`src/design/kpi_pkg.sv`:
```
// package: register map, field positions and reset values of the keypad interrupt block
package kpi_pkg;
    // register word addresses (byte address / 4)
    localparam int KPI_ADDR_W = 2;
    localparam logic [1:0] KPI_STATUS_CONTROL_ADDR = 2'h0;
    localparam logic [1:0] KPI_PIN_ENABLES_ADDR = 2'h1;
    localparam logic [1:0] KPI_POLARITY_SELECT_ADDR = 2'h2;
    // status and control field positions
    localparam int KPI_DETECT_FLAG_BIT = 3;
    localparam int KPI_FLAG_ACK_BIT = 2;
    localparam int KPI_IRQ_MASK_BIT = 1;
    localparam int KPI_MODE_BIT = 0;
    // implemented input positions 5,4,2,1,0
    localparam logic [7:0] KPI_PIN_MASK = 8'h37;
    localparam int KPI_NUM_INPUTS = 8;
    // reset values
    localparam logic [7:0] KPI_REG_RESET = 8'h00;
    // answer to unmapped addresses
    localparam logic [31:0] KPI_UNMAPPED_DATA = 32'h0000_0000;
    // bus-side enums
    typedef enum logic [1:0] {
        KPI_BUS_IDLE = 2'b01,
        KPI_BUS_DONE = 2'b10
    } kpi_bus_state_type;
endpackage

```
`src/design/kpi_input_sync.sv`:
```
// two-flop synchroniser for the keypad input pins
`timescale 1ns/1ps
module kpi_input_sync #(
    parameter int WIDTH = 8
) (
    input wire logic i_mclk,
    input wire logic i_rst_n,
    input wire logic [WIDTH-1:0] i_async,
    output logic [WIDTH-1:0] o_sync
);
    logic [WIDTH-1:0] meta_reg;
    logic [WIDTH-1:0] sync_reg;

    // only the second flop is visible outside; reset to the idle-high pin
    // level so no false edge follows reset
    always_ff @(posedge i_mclk) begin
        if (!i_rst_n) begin
            meta_reg <= '1;
            sync_reg <= '1;
        end else begin
            meta_reg <= i_async;
            sync_reg <= meta_reg;
        end
    end

    assign o_sync = sync_reg;
endmodule // kpi_input_sync

```
`src/design/kpi_keypad_interrupt_block.sv`:
```
// keypad pin interrupt block with avalon-mm register slave
`timescale 1ns/1ps
module kpi_keypad_interrupt_block
    import kpi_pkg::*;
#(
    parameter int NUM_INPUTS = kpi_pkg::KPI_NUM_INPUTS
) (
    input wire logic i_mclk,
    input wire logic i_rst_n,
    // avalon-mm slave
    input wire logic [kpi_pkg::KPI_ADDR_W-1:0] i_avs_address,
    input wire logic i_avs_read,
    input wire logic i_avs_write,
    input wire logic [31:0] i_avs_writedata,
    input wire logic [3:0] i_avs_byteenable,
    output logic [31:0] o_avs_readdata,
    output logic o_avs_waitrequest,
    output logic [1:0] o_avs_response,
    // keypad pins
    input wire logic [NUM_INPUTS-1:0] i_keypad_input_n,
    // low-power state of the processor
    input wire logic i_stop_mode,
    // interrupt request and wake
    output logic o_irq,
    output logic o_wakeup
);
    import kpi_pkg::*;

    initial begin
        if (NUM_INPUTS != KPI_NUM_INPUTS) begin
            $error("kpi: NUM_INPUTS must be 8");
        end
    end

    // registers
    logic [7:0] pin_enables_reg;
    logic [7:0] polarity_select_reg;
    logic irq_mask_enable_reg;
    logic edge_level_mode_reg;
    logic detect_flag_reg;
    logic detect_flag_next;
    logic [7:0] prev_sample_reg;
    logic [31:0] readdata_reg;
    kpi_bus_state_type bus_state_reg;

    logic [7:0] sample;
    logic [7:0] asserted_now;
    logic [7:0] asserted_prev;
    logic [7:0] edge_hit;
    logic [7:0] level_hit;
    logic [7:0] live_enables;
    logic detect;
    logic any_asserted;
    logic wr_take;
    logic rd_take;
    logic ack_write;
    logic [1:0] be_ok;
    logic [7:0] sc_read;

    // pins cross into the bus clock domain before the flag decision; the stop-mode wake path reads the raw pins
    kpi_input_sync #(
        .WIDTH(NUM_INPUTS)
    ) u_sync (
        .i_mclk(i_mclk),
        .i_rst_n(i_rst_n),
        .i_async(i_keypad_input_n),
        .o_sync(sample)
    );

    // only implemented positions ever count
    assign live_enables = pin_enables_reg & KPI_PIN_MASK;

    // per-input detection; polarity 1 means active high
    genvar g;
    generate
        for (g = 0; g < KPI_NUM_INPUTS; g++) begin : g_detect
            assign asserted_now[g] = sample[g] ~^ polarity_select_reg[g];
            assign asserted_prev[g] = prev_sample_reg[g] ~^ polarity_select_reg[g];
            // deasserted on one cycle, asserted on the next
            assign edge_hit[g] = live_enables[g] & asserted_now[g] & ~asserted_prev[g];
            assign level_hit[g] = live_enables[g] & edge_level_mode_reg & asserted_now[g];
        end
    endgenerate

    assign detect = |edge_hit | |level_hit;
    assign any_asserted = |(live_enables & asserted_now);

    // previous sample, seeded to the deasserted level of all-high pins
    always_ff @(posedge i_mclk) begin
        if (!i_rst_n) begin
            prev_sample_reg <= 8'hFF;
        end else begin
            prev_sample_reg <= sample;
        end
    end

    // bus handshake: one wait cycle, then answer; a write lands only on the
    // edge where waitrequest is seen low, reads are fetched a cycle early
    assign wr_take = i_avs_write & (bus_state_reg == KPI_BUS_DONE);
    assign rd_take = i_avs_read & (bus_state_reg == KPI_BUS_IDLE);
    assign be_ok = {1'b0, i_avs_byteenable[0]};
    assign ack_write = wr_take & be_ok[0] & (i_avs_address == KPI_STATUS_CONTROL_ADDR)
        & i_avs_writedata[KPI_FLAG_ACK_BIT];

    always_ff @(posedge i_mclk) begin
        if (!i_rst_n) begin
            bus_state_reg <= KPI_BUS_IDLE;
        end else begin
            unique case (bus_state_reg)
                KPI_BUS_IDLE: begin
                    if (i_avs_read | i_avs_write) begin
                        bus_state_reg <= KPI_BUS_DONE;
                    end
                end
                KPI_BUS_DONE: begin
                    bus_state_reg <= KPI_BUS_IDLE;
                end
                default: begin
                    bus_state_reg <= KPI_BUS_IDLE;
                end
            endcase
        end
    end

    // waitrequest drops in the answer cycle only
    assign o_avs_waitrequest = (i_avs_read | i_avs_write) & (bus_state_reg != KPI_BUS_DONE);
    assign o_avs_response = 2'b00;
    assign o_avs_readdata = readdata_reg;

    // control register writes; ack and flag positions are not storage
    always_ff @(posedge i_mclk) begin
        if (!i_rst_n) begin
            pin_enables_reg <= KPI_REG_RESET;
            polarity_select_reg <= KPI_REG_RESET;
            irq_mask_enable_reg <= 1'b0;
            edge_level_mode_reg <= 1'b0;
        end else if (wr_take & be_ok[0]) begin
            unique case (i_avs_address)
                KPI_STATUS_CONTROL_ADDR: begin
                    irq_mask_enable_reg <= i_avs_writedata[KPI_IRQ_MASK_BIT];
                    edge_level_mode_reg <= i_avs_writedata[KPI_MODE_BIT];
                end
                KPI_PIN_ENABLES_ADDR: begin
                    pin_enables_reg <= i_avs_writedata[7:0] & KPI_PIN_MASK;
                end
                KPI_POLARITY_SELECT_ADDR: begin
                    polarity_select_reg <= i_avs_writedata[7:0] & KPI_PIN_MASK;
                end
                default: begin
                end
            endcase
        end
    end

    // flag: detection always wins over acknowledge
    always_comb begin
        detect_flag_next = detect_flag_reg;
        if (ack_write & ~(edge_level_mode_reg & any_asserted)) begin
            detect_flag_next = 1'b0;
        end
        if (detect) begin
            detect_flag_next = 1'b1;
        end
    end

    always_ff @(posedge i_mclk) begin
        if (!i_rst_n) begin
            detect_flag_reg <= 1'b0;
        end else begin
            detect_flag_reg <= detect_flag_next;
        end
    end

    // read mux; unimplemented bits read zero
    always_comb begin
        sc_read = 8'h00;
        sc_read[KPI_DETECT_FLAG_BIT] = detect_flag_reg;
        sc_read[KPI_IRQ_MASK_BIT] = irq_mask_enable_reg;
        sc_read[KPI_MODE_BIT] = edge_level_mode_reg;
    end

    always_ff @(posedge i_mclk) begin
        if (!i_rst_n) begin
            readdata_reg <= 32'h0000_0000;
        end else if (rd_take) begin
            unique case (i_avs_address)
                KPI_STATUS_CONTROL_ADDR: readdata_reg <= {24'h000000, sc_read};
                KPI_PIN_ENABLES_ADDR: readdata_reg <= {24'h000000, pin_enables_reg};
                KPI_POLARITY_SELECT_ADDR: readdata_reg <= {24'h000000, polarity_select_reg};
                default: readdata_reg <= KPI_UNMAPPED_DATA;
            endcase
        end
    end

    // request toward the processor
    assign o_irq = detect_flag_reg & irq_mask_enable_reg;
    // wake: clocked path in wait, raw pin path in stop since the clock is gone
    assign o_wakeup = irq_mask_enable_reg & (detect_flag_reg
        | (i_stop_mode & |(live_enables & ~(i_keypad_input_n ^ polarity_select_reg))));
endmodule // kpi_keypad_interrupt_block

```
`config.mk`:
```
export PLATFORM = sky130hd
export DESIGN_NAME = kpi_keypad_interrupt_block
export DESIGN_NICKNAME = d
export VERILOG_FILES = /design/src/design/kpi_pkg.sv /design/src/design/kpi_input_sync.sv /design/src/design/kpi_keypad_interrupt_block.sv
export SDC_FILE = /design/constraint.sdc
export NUM_CORES = 1
export LEC_CHECK = 0
export BUFFER_PORTS_ARGS = -buffer_cell sky130_fd_sc_hd__clkbuf_2
export CAP_MARGIN = 10
export CELL_PAD_IN_SITES_DETAIL_PLACEMENT = 0
export CELL_PAD_IN_SITES_GLOBAL_PLACEMENT = 1
export CORE_ASPECT_RATIO = 1.4
export CORE_MARGIN = 3
export CORE_UTILIZATION = 32
export DETAILED_ROUTE_END_ITERATION = 7
export PLACE_DENSITY = 0.83
export SYNTH_ARGS = -nofsm -noshare
export SYNTH_HDL_FRONTEND = slang
export SYNTH_SLANG_ARGS = --single-unit
export TNS_END_PERCENT = 50
```
`constraint.sdc`:
```
create_clock -name i_mclk -period 1.98 [get_ports i_mclk]
set_clock_uncertainty 0.1 [all_clocks]
set_input_delay 0.198 -clock i_mclk [delete_from_list [all_inputs] [get_ports i_mclk]]
set_output_delay 0.198 -clock i_mclk [all_outputs]
set_load 0.005 [all_outputs]
```
==> metrics.md, run 1 <==
| Metric | Value |
|---|---|
| Met1 usage | `between 10% and 20%` |
| Static leakage | `about 0.00083 uW` |
| Adder-Cell Fraction of Synth Area | `0%` |
| Tcrit/Tclk final | `between 90% and 100%` |
| Final setup TNS | `0 ns` |
| Worst setup EP type | `output pin` |
| Avg WL per Cell | `11.2 um` |
| Post-synthesis mux area share | `between 8 and 9%` |
| Layout Nets | `~270` |
| Synthesized flop and latch total | `36` |
| Peak Freq | `between 500 and 600 MHz` |
| N_diodes | `0` |
| CTS root buf | `clkbuf_8` |
| Longest Clk Path Bufs | `2` |
| DR iter-0 viols | `between 50 and 60` |
| Status | `finished, final reports clean` |
| XOR/XNOR share of the synthesized area | `5.07%` |
| Htree depth | `2` |
| Ys async rst share | `0%` |
| Avg Vias per Cell | `4.34` |
| Max-Cap Viols | `0` |
| Mapped Cells | `~190` |
| First-pass GRT wire length | `~5200 um` |
| Initial Util | `between 30% and 40%` |
| Final Core Density | `37.7%` |
| I/O pin count | `just under 90` |
| Clk sinks | `36` |
| Met2 Use GR | `17.5%` |
| Total GRT Usage | `roughly 11%` |
| Clk_lat worst skew | `0.29 ns` |
| # port buffers | `26` |
| Most common cell in the netlist | `dfxtp_1` |
| Ys flop type | `dfxtp_1` |
| Detailed Place HPWL | `2490 um` |
| Die Area | `around 0.0063 mm2` |
| Req. time, crit path | `between 1.5 and 2 ns` |
| PwrDens | `775 mW/mm2` |
| Floorplan row count | `31` |
| Largest family of logic cells by synthesized area | `simple AND/OR/NAND/NOR gates` |
| Core area | `0.00520 mm2` |
| Final RePlAce weighted congestion | `~0.79` |
| DRC violations left | `0` |
| Fin crit period | `1.82 ns` |
| Final wirelength | `~3200 um` |
| Storage cell area | `roughly 720 um2` |
| Setup WS post-layout | `about 0.16 ns` |
| Hold Vio Cnt, Final | `0` |
| CTS clk-pin slew, worst paths | `about 0.070 ns` |
| Crit Path Max Fanout | `3` |
| Slew Viols, Final | `0` |
| Top cell type's share of synthesized area | `about two fifths` |
| Worst Hold Class | `in -> reg` |
| DP Area | `between 0.0015 and 0.002 mm2` |
| Gr ovfl total | `0` |
| Design area | `between 0.0015 and 0.002 mm2` |
| Vias in the first global route | `1173` |
| Die X | `around 68 um` |
| Synth Area in Compound Gates | `between 10% and 20%` |
| Largest net degree at the start of global routing | `20` |
| Area occupied by multi-input gates | `around 860 um2` |
| Layout cells sized above 1 | `roughly a fifth` |
| Endpoints failing setup | `0` |
| Setup Crit Path Kind | `reg -> out` |
| Crit path arrival time | `around 1.5 ns` |
| Inst Count DP | `between 200 and 300` |
| Max FFs per register | `6` |
| Met3 usage | `4.13%` |
| Setup crit start kind | `flop` |
| Syn avg cell area | `about 9.3 um2` |
| Synth area leader | `dfxtp_1` |
| Antenna Violating Nets Remaining | `0` |
| Post-synthesis simple-gate area fraction | `between 15 and 20%` |
| Fillers | `about 570` |
| Maximum vdd drop | `about 0.46 mV` |
| Post-synthesis cell type count | `29` |
| CTS Hold Bufs | `0` |
| RSZ-0062 raised after global routing | `no` |
| Commonest cells in the netlist | `dfxtp_1, buf_4, nor2_1` |
| Non-filler cells in the finished layout | `284` |
| Synth-to-Final Area Change | `13.5%` |
| Pre-CTS setup slack | `roughly 0.26 ns` |
| Mapped cell area | `0.00173 mm2` |
| DRT Pass-1 Iters | `4` |
| Initial antenna violation count | `0` |
| Synth area leaders | `dfxtp_1, buf_4, mux2i_1, nand2b_1, xnor2_1` |
| Busiest metal layer after global routing | `met2` |
| Vias after detailed routing | `1233` |
| Synth Warn # | `0` |
| EDFF count, synth | `0` |
| Die H | `around 93 um` |
| CTS Buf Count | `5` |
| CTS tree | `done` |
| Part of the Yosys area used for sequential elements | `roughly two fifths` |
==> final timing paths <==
check / endpoint / startpoint / slack [ns] / depth (start not counted)
worst min-delay path: u_sync.meta_reg[4] / i_keypad_input_n[4] / 0.03 / 2
worst min register to register: u_sync.o_sync[0] / u_sync.meta_reg[0] / 0.31 / 1
worst max register to register: detect_flag_reg / bus_state_reg[0] / 0.26 / 4
worst max-delay path: o_wakeup / polarity_select_reg[1] / 0.16 / 5
==> report_power, final <==
group          internal [uW]  switching (uW)  total [uW]  leakage [uW]
registers                750            14.3         764      0.000295
logic                   57.3            69.8         127      0.000481
clock network            373             253         627     0.0000552
total                   1180             337        1520      0.000831
==> critical path: stages (launching register included) <==
cell and delay, ns:
dfxtp_1 0.33, xnor2_1 0.13, a222oi_1 0.33, nand2_1 0.10
a31o_2 0.25, clkbuf_2 0.11
==> repair_timing <==
action | in CTS | in global routing
resized for setup | 0 | 1
buffers inserted | 0 | 0
endpoints found under the setup margin | 0 | 1
==> cells by family (layout without fill, tap and decap cells) <==
| kind of cell | Yosys count | in the layout |
|---|---|---|
| AO/OA/AOI/OAI | 26 | 26 |
| multiplexers | 14 | 14 |
| other | 1 | 28 |
| buffers and inverters | 37 | 43 |
| flip-flops | 36 | 36 |
| XOR/XNOR | 10 | 10 |
| AND/OR/NAND/NOR | 61 | 61 |
==> layout by cell type, fill, tap and decap left out <==
cell,Yosys,routed
nor2_1,22,22
and2_1,2,2
nand3b_1,1,1
xnor2_1,10,10
inv_1,2,2
conb_1,1,28
clkbuf_8,0,5
a31o_2,1,1
nand4b_4,1,1
a22oi_1,6,6
o21ai_0,1,1
o22ai_1,4,4
a21oi_1,4,4
clkbuf_1,4,1
dfxtp_1,36,35
and2b_1,3,3
nand3_1,1,1
a211oi_1,5,5
bufinv_16,0,1
mux2i_1,14,14
a41oi_1,1,1
a21bo_2,1,1
clkbuf_2,0,26
or4b_1,1,1
clkinv_2,0,1
nor3b_1,1,1
a222oi_1,3,3
clkinv_1,1,1
dfxtp_2,0,1
nand2_1,6,6
nor2b_1,2,2
buf_4,28,6
nand2b_1,21,21
==> layer usage <==
metal / vias to the layer above / routed length [um]
li1: 634 / -
met1: 543 / 1370
met2: 46 / 1470
met3: 10 / 223
met4: 0 / 100
met5: - / 0
==> metrics by stage <==
| stage | power (uW) | hold WS (ns) |
|---|---|---|
| floorplan | 894 | 0.171 |
| global placement | 907 | 0.289 |
| detailed placement | 910 | 0.292 |
| CTS | 1540 | 0.0205 |
| global route | 1580 | 0.0245 |
| finish | 1520 | 0.0277 |
==> cell type report <==
class,instances,area share [%]
clock buffer,6,3.70
clock inverter,2,1.79
sequential,36,36.8
timing repair buffer,32,8.94
inverter,3,0.575
multi-input combinational,139,43.9
tap,66,4.21
(Power assumes the default switching activity.)
==> inputs of run 2 (changes only) <==
CTS_BUF_LIST = sky130_fd_sc_hd__clkbuf_8 sky130_fd_sc_hd__clkbuf_16   (was not set)
==> run 2 against run 1 <==
Worst setup slack barely moved. Via count fell by 0.16%. Sequential share of layout area did not move. First-iteration DRC count did not move. Register-to-register slack improved by 0.02 ns. Fmax barely moved. Die area did not move.
==> metrics.md, run 2 (synthesis results as in run 1) <==
| Metric | Value |
|---|---|
| Status | `finished, final reports clean (unchanged)` |
| Setup crit start kind | `flop (unchanged)` |
| Clk_lat worst skew | `0.29 ns (about the same)` |
| Most common cell after layout, fill and taps aside | `dfxtp_1 (unchanged)` |
| Layout Nets | `268 (unchanged)` |
| Tcrit/Tclk final | `92.0% (about the same)` |
| Hold path start | `i_keypad_input_n[4] (unchanged)` |
| DP Area | `0.00185 mm2 (unchanged)` |
| Final setup TNS | `0 ns (unchanged)` |
| DRC violations left | `0 (unchanged)` |
| Maximum vdd drop | `0.456 mV (about the same)` |
| Crit Path Max Fanout | `3 (unchanged)` |
| PwrDens | `773 mW/mm2 (was 775 mW/mm2)` |
| Avg Vias per Cell | `4.33 (was 4.34)` |
| # port buffers | `26 (unchanged)` |
| Initial antenna violation count | `0 (unchanged)` |
| Largest net degree at the start of global routing | `20 (unchanged)` |
| Hold path cells | `2 (unchanged)` |
| Final RePlAce weighted congestion | `0.791 (unchanged)` |
| Peak Freq | `549 MHz (about the same)` |
| Most frequent cells in the layout | `dfxtp_1, conb_1, clkbuf_2 (unchanged)` |
| Max FFs per register | `6 (unchanged)` |
| Storage cell area | `722 um2 (unchanged)` |
| Req. time, crit path | `1.68 ns (about the same)` |
| CTS Buf Count | `5 (unchanged)` |
| Core area | `0.00520 mm2 (unchanged)` |
| Slew Viols, Final | `0 (unchanged)` |
| Fin crit period | `1.82 ns (about the same)` |
| Max-Cap Viols | `0 (unchanged)` |
| Final wirelength | `3180 um (was 3170 um)` |
| Gr ovfl total | `0 (unchanged)` |
| Static leakage | `0.000835 uW (was 0.000831 uW)` |
| Worst r2r src | `bus_state_reg[0] (unchanged)` |
| Worst setup EP type | `output pin (unchanged)` |
| Longest Clk Path Bufs | `2 (unchanged)` |
| Vias in the first global route | `1173 (unchanged)` |
| Setup Crit Path Kind | `reg -> out (unchanged)` |
| Fillers | `565 (unchanged)` |
| Antenna Violating Nets Remaining | `0 (unchanged)` |
| CTS tree | `done (unchanged)` |
| CTS clk-pin slew, worst paths | `0.07 ns (about the same)` |
| Crit path launch | `polarity_select_reg[1] (unchanged)` |
| Layout cells sized above 1 | `19.7% (unchanged)` |
| Die X | `68.1 um (unchanged)` |
| Cells on worst reg2reg path | `4 (unchanged)` |
| Synth-to-Final Area Change | `13.5% (unchanged)` |
| Endpoints failing setup | `0 (unchanged)` |
| Total GRT Usage | `11.1% (unchanged)` |
| Die Area | `0.00633 mm2 (unchanged)` |
| DRT Pass-1 Iters | `4 (unchanged)` |
| CTS root buf | `clkbuf_8 (unchanged)` |
| Worst Hold Class | `in -> reg (unchanged)` |
| Power consumption | `1510 uW (was 1520 uW)` |
| Crit path arrival time | `1.52 ns (about the same)` |
| N_diodes | `0 (unchanged)` |
| Inst Count DP | `276 (unchanged)` |
| Floorplan row count | `31 (unchanged)` |
| Non-filler cells in the finished layout | `284 (unchanged)` |
| Hold Vio Cnt, Final | `0 (unchanged)` |
| DR iter-0 viols | `55 (unchanged)` |
| Area occupied by multi-input gates | `861 um2 (unchanged)` |
| Final hold slack | `0.0268 ns (was 0.0277 ns)` |
| Htree depth | `2 (unchanged)` |
| Vias after detailed routing | `1231 (was 1233)` |
| RSZ-0062 raised after global routing | `no (unchanged)` |
| Initial Util | `33.2% (unchanged)` |
| Design area | `0.00196 mm2 (unchanged)` |
| I/O pin count | `88 (unchanged)` |
| Die H | `92.9 um (unchanged)` |
| Detailed Place HPWL | `2490 um (unchanged)` |
| CTS Hold Bufs | `0 (unchanged)` |
| First-pass GRT wire length | `5200 um (unchanged)` |
| Avg WL per Cell | `11.2 um (about the same)` |
| Clk sinks | `36 (unchanged)` |
[run 2: critical path: stages (launching register included)]
cell and delay [ns]:
dfxtp_1 0.33, xnor2_1 0.13, a222oi_1 0.33, nand2_1 0.10, a31o_2 0.25, clkbuf_2 0.11
[run 2: timing repair]
action	4_1_cts	5_1_grt
buffers inserted	0	0
endpoints found under the setup margin	0	1
gates resized for setup	0	1
[run 2: final timing paths]
| path | end | slack (ns) |
|---|---|---|
| worst max register to register | detect_flag_reg | 0.28 |
| worst max-delay path | o_wakeup | 0.16 |
| worst min register to register | u_sync.o_sync[0] | 0.31 |
| worst min-delay path | u_sync.meta_reg[4] | 0.03 |
[run 2: area by class of cell]
class | instances | area share (%)
Inverter | 3 | 0.575
Tap cell | 66 | 4.21
Clock buffer | 5 | 3.51
Timing Repair Buffer | 32 | 8.94
Sequential cell | 36 | 36.8
Multi-Input combinational cell | 139 | 43.9
Clock inverter | 3 | 1.98
[run 2: report_power, final]
part	internal, uW	switching [uW]
clock network	368	254
logic	57.3	69.9
registers	750	14.4
total	1180	338
[run 2: stage by stage]
stage / setup slack (ns) / utilization, %
after global placement: 0.247 / 35.6
final: 0.159 / 37.7
after detailed placement: 0.258 / 35.6
after global routing: 0.0297 / 37.7
after CTS: 0.101 / 37.7
after floorplan: 0.377 / -
[run 2: metal layers]
layer	wire (um)	global-route usage [%]	share of wire, %
met4	100	5.14	3.1
met2	1480	17.5	47
met3	236	4.13	7.4
met5	0	0	0
met1	1360	13.1	43
==> inputs of run 3 (changes only) <==
CORE_UTILIZATION = 35   (was 32)
PLACE_DENSITY = 0.89   (was 0.83)
clock period = 2.3 ns   (was 1.98 ns; I/O delays follow)
==> run 3 against run 2 <==
Global-route usage is 0.24 points higher. Utilization is 3.3 points higher. Non-clock buffer count is 4 lower. Highest routed layer unchanged.
==> metrics.md, run 3 (synthesis results as in run 1) <==
| Metric | Value |
|---|---|
| Gr ovfl total | `0 (unchanged)` |
| Final RePlAce weighted congestion | `0.771 (was 0.791)` |
| CTS root buf | `clkbuf_8 (unchanged)` |
| Setup Crit Path Kind | `reg -> out (unchanged)` |
| Final wirelength | `3020 um (was 3180 um)` |
| First-pass GRT wire length | `5020 um (was 5200 um)` |
| Floorplan row count | `29 (was 31)` |
| Worst Hold End | `u_sync.meta_reg[1] (was u_sync.meta_reg[4])` |
| Maximum vdd drop | `0.360 mV (was 0.456 mV)` |
| Longest Clk Path Bufs | `2 (unchanged)` |
| Internal reg-to-reg setup slack | `0.58 ns (was 0.28 ns)` |
| Layout cells sized above 1 | `17.3% (was 19.7%)` |
| Crit Path Max Fanout | `6 (was 3)` |
| Max incr delay on CP | `0.46 ns (was 0.33 ns)` |
| Storage cell area | `721 um2 (was 722 um2)` |
| Avg Vias per Cell | `4.38 (was 4.33)` |
| Worst Tran Pin Value | `between 0.5 and 0.6 ns` |
| Max-Cap Viols | `0 (unchanged)` |
| # port buffers | `26 (unchanged)` |
| Initial antenna violation count | `0 (unchanged)` |
| Crit path arrival time | `1.64 ns (was 1.52 ns)` |
| Hold Vio Cnt, Final | `0 (unchanged)` |
| Most common cell after layout, fill and taps aside | `dfxtp_1 (unchanged)` |
| CP Cell Sequence | `xnor2_1, a222oi_1, nand2_1, a31o_2, clkbuf_2 (unchanged)` |
| Die Area | `0.00582 mm2 (was 0.00633 mm2)` |
| Vias in the first global route | `1087 (was 1173)` |
| CTS tree | `done (unchanged)` |
| Post-CTS Setup Inserts | `0 (unchanged)` |
| Worst setup EP type | `output pin (unchanged)` |
| Status | `finished, final reports clean (unchanged)` |
| RSZ-0062 raised after global routing | `no (unchanged)` |
| Setup WS post-layout | `0.328 ns (was 0.159 ns)` |
| Pre-CTS setup slack | `0.580 ns (was 0.258 ns)` |
| Resized cells post-CTS | `0 (unchanged)` |
| Static leakage | `0.000809 uW (was 0.000835 uW)` |
| Clk_lat worst skew | `0.28 ns (was 0.29 ns)` |
| Fin crit period | `1.97 ns` |
| Cells on worst reg2reg path | `4 (unchanged)` |
| Initial Util | `37.2% (was 33.2%)` |
| Detailed Place HPWL | `2360 um (was 2490 um)` |
| Peak Freq | `roughly 510 MHz` |
| Synth-to-Final Area Change | `10.4% (was 13.5%)` |
| Endpoints failing setup | `0 (unchanged)` |
| Largest net degree at the start of global routing | `20 (unchanged)` |
| Hold path cells | `2 (unchanged)` |
| Worst Hold Class | `in -> reg (unchanged)` |
| Setup crit start kind | `flop (unchanged)` |
| Max FFs per register | `6 (unchanged)` |
| I/O pin count | `88 (unchanged)` |
| Non-filler cells in the finished layout | `276 (was 284)` |
| CTS Buf Count | `5 (unchanged)` |
| Slew Viols, Final | `0 (unchanged)` |
| Core area | `0.00464 mm2 (was 0.00520 mm2)` |
| Antenna Violating Nets Remaining | `0 (unchanged)` |
| Power consumption | `1210 uW (was 1510 uW)` |
| Avg WL per Cell | `10.9 um (was 11.2 um)` |
| Die X | `65.4 um (was 68.1 um)` |
| Worst r2r src | `bus_state_reg[1] (was bus_state_reg[0])` |
| Crit path launch | `polarity_select_reg[1] (unchanged)` |
| Tcrit/Tclk final | `between 80% and 90%` |
| Final setup TNS | `0 ns (unchanged)` |
| Capture point of the worst reg-to-reg path | `detect_flag_reg (unchanged)` |
| Final hold slack | `0.0577 ns (was 0.0268 ns)` |
| Most frequent cells in the layout | `dfxtp_1, conb_1, clkbuf_2 (unchanged)` |
| N_diodes | `0 (unchanged)` |
| Fillers | `501 (was 565)` |
| Slew margin rel. | `approximately 65%` |
| Htree depth | `2 (unchanged)` |
| CTS clk-pin slew, worst paths | `0.07 ns (about the same)` |
| Clk sinks | `36 (unchanged)` |
| Hold path start | `i_keypad_input_n[1] (was i_keypad_input_n[4])` |
| DRC violations left | `0 (unchanged)` |
| Req. time, crit path | `1.97 ns (was 1.68 ns)` |
| Vias after detailed routing | `1210 (was 1231)` |
| Worst path slowest cell | `dfxtp_1 (unchanged)` |
| Area occupied by multi-input gates | `861 um2 (unchanged)` |
| Total GRT Usage | `11.4% (was 11.1%)` |
| PwrDens | `634 mW/mm2 (was 773 mW/mm2)` |
| DRT Pass-1 Iters | `5 (was 4)` |
| Layout Nets | `264 (was 268)` |
| Inst Count DP | `268 (was 276)` |
| DR iter-0 viols | `33 (was 55)` |
| Die H | `89.1 um (was 92.9 um)` |
| CTS Hold Bufs | `0 (unchanged)` |
-- run 3: changes by cell type in the layout (fill, tap and decap cells not counted), sizes merged --
| cell | previous run | this run |
|---|---|---|
| bufinv | 1 | 0 |
| inv | 3 | 4 |
| buf | 6 | 2 |
| clkinv | 2 | 1 |
| clkbuf | 31 | 32 |
-- run 3: worst max-delay path by stage --
stage                                 end  slack (ns)  depth (start not counted)
after floorplan           detect_flag_reg        0.70                          4
after global placement    detect_flag_reg        0.58                          4
after detailed placement  detect_flag_reg        0.58                          4
after CTS                        o_wakeup        0.33                          5
after global routing             o_wakeup        0.21                          5
final                            o_wakeup        0.33                          5
-- run 3: layout make-up --
class                           instances  area share (%)
Clock buffer                            6            4.33
Timing Repair Buffer                   28            7.62
Inverter                                3           0.591
Clock inverter                          2           0.394
Tap cell                               62            4.07
Multi-Input combinational cell        139            45.2
Sequential cell                        36            37.8
-- run 3: worst max-delay path: cells and delay by family (launching register included) --
family                    cells  cell delay (ns)
buffers and inverters         1             0.11
and+or+nand+nor               1             0.10
AOI/OAI and AO/OA             2             0.59
xor gates and xnor gates      1             0.11
DFF                           1             0.46
-- run 3: where the power goes --
part           switching (uW)  leakage (uW)  internal, uW  total, uW
sequential               12.8      0.000294           646        658
combinational            58.8      0.000460          47.0        106
clock                     210     0.0000538           235        445
total                     281      0.000809           928       1210
-- run 3: metal layers --
| layer | part of all wire (%) | vias to the layer above | GRT usage [%] | wire length [um] |
|---|---|---|---|---|
| met5 | 0 | - | 0 | 0 |
| met4 | 1.6 | 0 | 3.96 | 47 |
| met1 | 44 | 532 | 13.8 | 1320 |
| met3 | 9.1 | 6 | 4.53 | 275 |
| met2 | 45 | 48 | 18.3 | 1370 |
| li1 | - | 624 | - | - |
-- run 3: per-stage QoR --
stage,cell area [um2],util (%)
6_report,1910,41.0
4_1_cts,1910,41.0
3_5_place_dp,1820,39.1
2_1_floorplan,1830,-
3_3_place_gp,1820,39.1
5_1_grt,1910,41.0
